--- src/rtl/tic_pkg.sv ---
// Shared constants and types for the timer input capture unit
package tic_pkg;

    // ****************************************************************
    // Register indices (byte address is four times the index)
    // ****************************************************************
    localparam logic [7:0] TIMER1_CAPTURE_EDGE_CONTROL_IDX = 8'h6A;
    localparam logic [7:0] TIMER1_CAPTURE_A_LOW_IDX = 8'h6B;
    localparam logic [7:0] TIMER1_CAPTURE_A_HIGH_IDX = 8'h6C;
    localparam logic [7:0] TIMER1_CAPTURE_B_LOW_IDX = 8'h6D;
    localparam logic [7:0] TIMER1_CAPTURE_B_HIGH_IDX = 8'h6E;
    localparam logic [7:0] TIMER3_CAPTURE_EDGE_CONTROL_IDX = 8'h7B;
    localparam logic [7:0] TIMER3_CAPTURE_A_LOW_IDX = 8'h7C;
    localparam logic [7:0] TIMER3_CAPTURE_A_HIGH_IDX = 8'h7D;
    localparam logic [7:0] TIMER3_CAPTURE_B_LOW_IDX = 8'h7E;
    localparam logic [7:0] TIMER3_CAPTURE_B_HIGH_IDX = 8'h7F;

    // Offsets of each register from its timer's control register
    localparam int TIC_OFS_CTL = 0;
    localparam int TIC_OFS_A_LOW = 1;
    localparam int TIC_OFS_A_HIGH = 2;
    localparam int TIC_OFS_B_LOW = 3;
    localparam int TIC_OFS_B_HIGH = 4;
    localparam int TIC_REGS_PER_TIMER = 5;

    localparam int TIC_TIMERS = 2;
    localparam int TIC_PINS = 4;
    localparam int TIC_CNT_W = 16;

    // ****************************************************************
    // Control register fields
    // ****************************************************************
    localparam int TIC_SEL_W = 2;
    localparam int TIC_SEL_A_LSB = 0;
    localparam int TIC_SEL_B_LSB = 2;
    localparam int TIC_SEL_FALL_BIT = 0;
    localparam int TIC_SEL_RISE_BIT = 1;
    localparam logic [1:0] TIC_EDGE_OFF = 2'h0;
    localparam logic [1:0] TIC_EDGE_FALL = 2'h1;
    localparam logic [1:0] TIC_EDGE_RISE = 2'h2;
    localparam logic [1:0] TIC_EDGE_BOTH = 2'h3;

    localparam logic [7:0] TIC_CTL_RESET = 8'h00;
    localparam logic [15:0] TIC_CAP_RESET = 16'h0000;
    localparam logic [31:0] TIC_RDATA_RESET = 32'h0000_0000;

    // ****************************************************************
    // Whole state of the unit
    // ****************************************************************
    typedef struct packed {
        logic [TIC_PINS-1:0] sync1;
        logic [TIC_PINS-1:0] sync2;
        logic [TIC_PINS-1:0] prev;
        logic [TIC_TIMERS-1:0][7:0] ctl;
        logic [TIC_PINS-1:0][TIC_CNT_W-1:0] cap;
        logic [31:0] rdata;
        logic err;
    } tic_state_t;

endpackage

--- src/rtl/tic_capture.sv ---
// Input capture unit for timers 1 and 3 with an APB register slave
`timescale 1ns/1ps
`default_nettype none

module tic_capture #(
    parameter int ADDR_W = 12
)
(
    input wire logic pclk,
    input wire logic presetn,
    input wire logic psel,
    input wire logic penable,
    input wire logic pwrite,
    input wire logic [ADDR_W-1:0] paddr,
    input wire logic [31:0] pwdata,
    output logic [31:0] prdata,
    output logic pready,
    output logic pslverr,
    input wire logic [15:0] timer1_count,
    input wire logic [15:0] timer3_count,
    input wire logic capture_pin_0,
    input wire logic capture_pin_1,
    input wire logic capture_pin_2,
    input wire logic capture_pin_3
);

    // ****************************************************************
    // Declarations
    // ****************************************************************
    localparam logic [1:0][7:0] BASE_IDX = {tic_pkg::TIMER3_CAPTURE_EDGE_CONTROL_IDX,
                                            tic_pkg::TIMER1_CAPTURE_EDGE_CONTROL_IDX};

    tic_pkg::tic_state_t state_reg;
    tic_pkg::tic_state_t state_next;
    logic [tic_pkg::TIC_PINS-1:0] pins;
    logic [1:0] sel_v;
    logic rise_v;
    logic fall_v;
    logic [7:0] byte_v;
    logic setup_phase;
    logic write_access;

    function automatic logic addr_hit(input logic [ADDR_W-1:0] a, input logic [7:0] idx);
        return a == ADDR_W'({idx, 2'h0});
    endfunction

    // Pin 0/1 feed timer 1 inputs A/B, pins 2/3 feed timer 3 inputs A/B
    assign pins = {capture_pin_3, capture_pin_2, capture_pin_1, capture_pin_0};
    assign setup_phase = psel && !penable;
    assign write_access = psel && penable && pwrite;

    // Zero wait states: every access completes in its first access cycle
    assign pready = 1'b1;
    assign pslverr = psel && penable && state_reg.err;
    assign prdata = state_reg.rdata;

    // ****************************************************************
    // Next-state logic
    // ****************************************************************
    always_comb
    begin
        state_next = state_reg;
        sel_v = tic_pkg::TIC_EDGE_OFF;
        rise_v = 1'b0;
        fall_v = 1'b0;
        byte_v = 8'h00;

        // Two-stage synchronizer, then one more stage for edge compare
        state_next.sync1 = pins;
        state_next.sync2 = state_reg.sync1;
        state_next.prev = state_reg.sync2;

        for (int i = 0; i < tic_pkg::TIC_PINS; i++)
        begin
            // Even pins are input A (bits 1:0), odd pins input B (bits 3:2)
            sel_v = state_reg.ctl[i / 2][(i % 2) * tic_pkg::TIC_SEL_W +: tic_pkg::TIC_SEL_W];
            rise_v = state_reg.sync2[i] && !state_reg.prev[i];
            fall_v = !state_reg.sync2[i] && state_reg.prev[i];
            if ((rise_v && sel_v[tic_pkg::TIC_SEL_RISE_BIT]) ||
                (fall_v && sel_v[tic_pkg::TIC_SEL_FALL_BIT]))
            begin
                state_next.cap[i] = (i < 2) ? timer1_count : timer3_count;
            end
        end

        // Read data and error are prepared in the setup cycle so prdata is a flop
        if (setup_phase)
        begin
            state_next.err = 1'b1;
            state_next.rdata = tic_pkg::TIC_RDATA_RESET;
            for (int t = 0; t < tic_pkg::TIC_TIMERS; t++)
            begin
                for (int o = 0; o < tic_pkg::TIC_REGS_PER_TIMER; o++)
                begin
                    if (addr_hit(paddr, 8'(BASE_IDX[t] + 8'(o))))
                    begin
                        case (o)
                            tic_pkg::TIC_OFS_CTL: byte_v = state_reg.ctl[t];
                            tic_pkg::TIC_OFS_A_LOW: byte_v = state_reg.cap[2 * t][7:0];
                            tic_pkg::TIC_OFS_A_HIGH: byte_v = state_reg.cap[2 * t][15:8];
                            tic_pkg::TIC_OFS_B_LOW: byte_v = state_reg.cap[2 * t + 1][7:0];
                            tic_pkg::TIC_OFS_B_HIGH: byte_v = state_reg.cap[2 * t + 1][15:8];
                            default: byte_v = 8'h00;
                        endcase
                        state_next.err = 1'b0;
                        if (!pwrite)
                        begin
                            state_next.rdata = {24'h000000, byte_v};
                        end
                    end
                end
            end
        end

        // Only the control registers take writes; capture values ignore them
        if (write_access)
        begin
            for (int t = 0; t < tic_pkg::TIC_TIMERS; t++)
            begin
                if (addr_hit(paddr, BASE_IDX[t]))
                begin
                    // Upper bits are stored as written; software keeps them zero
                    state_next.ctl[t] = pwdata[7:0];
                end
            end
        end
    end

    // ****************************************************************
    // State register
    // ****************************************************************
    always_ff @(posedge pclk or negedge presetn)
    begin
        if (!presetn)
        begin
            state_reg.sync1 <= '0;
            state_reg.sync2 <= '0;
            state_reg.prev <= '0;
            state_reg.ctl <= {tic_pkg::TIC_CTL_RESET, tic_pkg::TIC_CTL_RESET};
            state_reg.cap <= {tic_pkg::TIC_PINS{tic_pkg::TIC_CAP_RESET}};
            state_reg.rdata <= tic_pkg::TIC_RDATA_RESET;
            state_reg.err <= 1'b0;
        end
        else
        begin
            state_reg <= state_next;
        end
    end
endmodule

`default_nettype wire

--- config.mk ---
export PLATFORM = sky130hd
export DESIGN_NAME = tic_capture
export DESIGN_NICKNAME = d
export VERILOG_FILES = /design/src/rtl/tic_pkg.sv /design/src/rtl/tic_capture.sv
export SDC_FILE = /design/constraint.sdc
export NUM_CORES = 1
export LEC_CHECK = 0
export ABC_CLOCK_PERIOD_IN_PS = 2500
export BUFFER_PORTS_ARGS = -buffer_cell sky130_fd_sc_hd__buf_2
export CAP_MARGIN = 10
export CORE_MARGIN = 2
export CORE_UTILIZATION = 55
export DETAILED_ROUTE_END_ITERATION = 8
export PLACE_DENSITY = 0.81
export SETUP_SLACK_MARGIN = 0.02
export SYNTH_ARGS = -nofsm -noshare
export SYNTH_HDL_FRONTEND = slang
export SYNTH_SLANG_ARGS = --single-unit
--- constraint.sdc ---
create_clock -name pclk -period 2.5 [get_ports pclk]
set_clock_uncertainty 0.2 [all_clocks]
set_input_delay 0.5 -clock pclk [delete_from_list [all_inputs] [get_ports pclk]]
set_output_delay 0.5 -clock pclk [all_outputs]
set_load 0.02 [all_outputs]
==> results_dict.tcl <==
set metrics [dict create \
    die_y_um 103 \
    r2r_cells 4 \
    finalHoldViolCount 0 \
    worstMarginPinSlew_ns 0.699 \
    drive_gt1_share_pct 35.4 \
    htreeDepth 3 \
    swShare_pct 26.8 \
    die_width_um 103 \
    power.share.clock_pct 34.5 \
    clock_latency_ns 0.36 \
    yosys.area.top_type "dfrtp_1" \
    post_cts_buffers 0 \
    multi_input_area_mm2 0.00253 \
    relSlewSlack_pct 53.2 \
    antenna_found_initial 0 \
    netlist_area_mm2 0.00537 \
    ys_seq_area_share_pct 47.0 \
    grt_pass1_vias 4034 \
    cts_tree "done" \
    internal_power_mw 2.26 \
    async_flop_share_pct 100 \
    grt_pass1_wl_mm 20.2 \
    hpwl_mm 9.30 \
    rsz0062_at_grt "no" \
    switching_power_mw 0.827 \
    largest_reg_flops 83 \
    regArea_mm2 0.00253 \
    pwr-share-comb_pct 10.7 \
    avgSynthCellArea_um2 11.2 \
    placed_cell_area_mm2 0.00577 \
    power_frac_seq_pct 54.8 \
    root_buffer "clkbuf_8" \
    fin_area_mm2 0.00598 \
    grt.total_usage_pct 25.3 \
    place.port_buffers 69 \
    powerDensity_mw_per_mm2 516 \
    synth-edff-count 0 \
    synth_area_leaders "dfrtp_1, mux2_2, buf_4" \
    grt_max_degree 47 \
    antennaDiodeCount 0 \
    overflow 0 \
    antenna_left 0 \
    fin_crit_ns 2.08 \
    crit_chain "buf_2 > nor4b_2 > nand3b_1 > a211oi_1 > o211ai_1 > a21oi_1" \
    cts_buffers 9 \
    via_count 4155 \
    die-area_mm2 0.0106 \
    criticalPathCategory "primary input to register" \
    arrival_ns 2.18 \
    rows 36 \
    via_per_inst 6.10 \
    drtIter0Drc 378 \
    finalCritPeriodShare_pct 83.1 \
    synth_most_common_cell "dfrtp_1" \
    tns_ns 0 \
    vdd_drop_max_mv 0.355 \
    worst_ep_required_time_ns 2.60 \
    drt-total-wl_mm 12.7 \
    power.leakage_nw 2.80 \
    min_path_type "primary input to register" \
    synth_common_cells "dfrtp_1, mux2_2, buf_4, a21oi_1, nand3_1" \
    fmax_mhz 481 \
    core-area_mm2 0.00964 \
    clock_sinks 101 \
    whs_ns 0.0284 \
    layout_setup_ws_ns 0.422 \
    drv_slew 0 \
    start_util_pct 55.8 \
    hold_depth 1 \
    finalPower_mw 3.09 \
    drtPass1Iterations 5 \
    maxCapViolCount 0 \
    status "finished, final reports clean" \
    place_ws_ns 0.0700 \
    ys_ff_latch 101 \
    area_growth_pct 11.3 \
    clockBufferDepth 2 \
    slowest_stage "nor4b_2" \
    ys_types 52 \
    yosys.area.top_type_share_pct 47.0 \
    fin_nets 628 \
    place.gp.congestion 1.04 \
    clk_pin_slew_ns 0.10 \
    ios 119 \
    critPathMaxStageDelay_ns 0.50 \
    n_fill_cell 778 \
    wire_per_inst_um 18.7 \
    synthCells 481 \
    synth_top_flop_cell "dfrtp_1" \
    critPathLaunchType "primary input" \
    setup_viol 0 \
    path_max_fanout 8 \
    yosysWarnings 0 \
    drc_errors 0 \
    crit_path_end_kind "register" \
]
-- path summary, 6_finish.rpt --
kind	endpoint	slack, ns	from
hold / removal	state_next[118]	0.03	capture_pin_1
max in group asynchronous	state_reg[82]	0.99	presetn
setup reg to reg	state_reg[73]	0.92	state_reg[115]
min in group asynchronous	state_reg[45]	0.46	presetn
hold reg to reg	state_next[114]	0.16	state_next[118]
setup / recovery	prdata[5]	0.42	paddr[1]
-- placed cells by master (no fill, tap or decap), types with 3 or more instances in the layout --
| cell | netlist | routed |
|---|---|---|
| mux2i_1 | 8 | 8 |
| a21oi_1 | 26 | 26 |
| nand2_1 | 7 | 7 |
| nand3_1 | 23 | 23 |
| mux2_1 | 6 | 6 |
| nand4_1 | 19 | 19 |
| and3b_1 | 8 | 8 |
| o21ai_1 | 4 | 4 |
| nor4_1 | 8 | 8 |
| nand2b_1 | 10 | 10 |
| nor4bb_1 | 9 | 9 |
| o221ai_1 | 3 | 3 |
| dfrtp_1 | 101 | 101 |
| mux2_2 | 66 | 66 |
| o21ai_0 | 22 | 22 |
| nor2_1 | 21 | 21 |
| clkbuf_8 | 0 | 9 |
| nor3_1 | 3 | 3 |
| nand3b_1 | 14 | 14 |
| buf_4 | 33 | 24 |
| mux2_4 | 8 | 8 |
| conb_1 | 2 | 25 |
| a211oi_1 | 8 | 8 |
| or3_1 | 4 | 4 |
| o211ai_1 | 8 | 8 |
| buf_2 | 14 | 68 |
-- cell families after synthesis --
| logic type | Yosys count | share of synthesized area (%) |
|---|---|---|
| AND/OR/NAND/NOR | 148 | 18.1 |
| flip-flops | 101 | 47.0 |
| multiplexers | 88 | 18.8 |
| AO/OA/AOI/OAI | 76 | 8.43 |
| buffers and inverters | 66 | 7.47 |
| other | 2 | 0.140 |
-- power groups by stage --
stage	Sequential [mW]	Clock [mW]	Combinational (mW)
finish	1.69	1.07	0.329
global route	1.70	1.14	0.362
global placement	1.72	0	0.314
CTS	1.69	1.08	0.327
floorplan	1.71	0	0.220
detailed placement	1.72	0	0.324
-- timing repair --
item                      in CTS  in global routing
hold buffers                   1                  0
hold endpoints to repair      42                  0
resized for setup              0                  0
-- critical path: cells and delay by family --
family / cells / cell delay, ns
compound gates: 3 / 0.69
buf+inv: 1 / 0.13
simple gates: 2 / 0.87
-- layout make-up --
class,instances,area share [%]
flip-flops and latches,101,42.3
repair buffers,94,9.21
clock inverters,7,1.34
well taps,133,2.78
clock buffers,9,2.07
multi-input cells,337,42.3
-- layer usage --
| metal | wire [µm] | GRT usage [%] | vias up |
|---|---|---|---|
| met4 | 374 | 10.7 | 0 |
| met3 | 970 | 3.93 | 40 |
| met2 | 6090 | 41.1 | 236 |
| li1 | - | - | 1847 |
| met5 | 0 | 0 | - |
| met1 | 5280 | 34.1 | 2032 |
-- metrics by stage --
step	util [%]	cells
CTS	62.0	681
finish	62.0	681
detailed placement	59.8	664
global placement	59.8	664
global route	62.0	681
floorplan	-	504
Power figures use the tool's default switching activity.
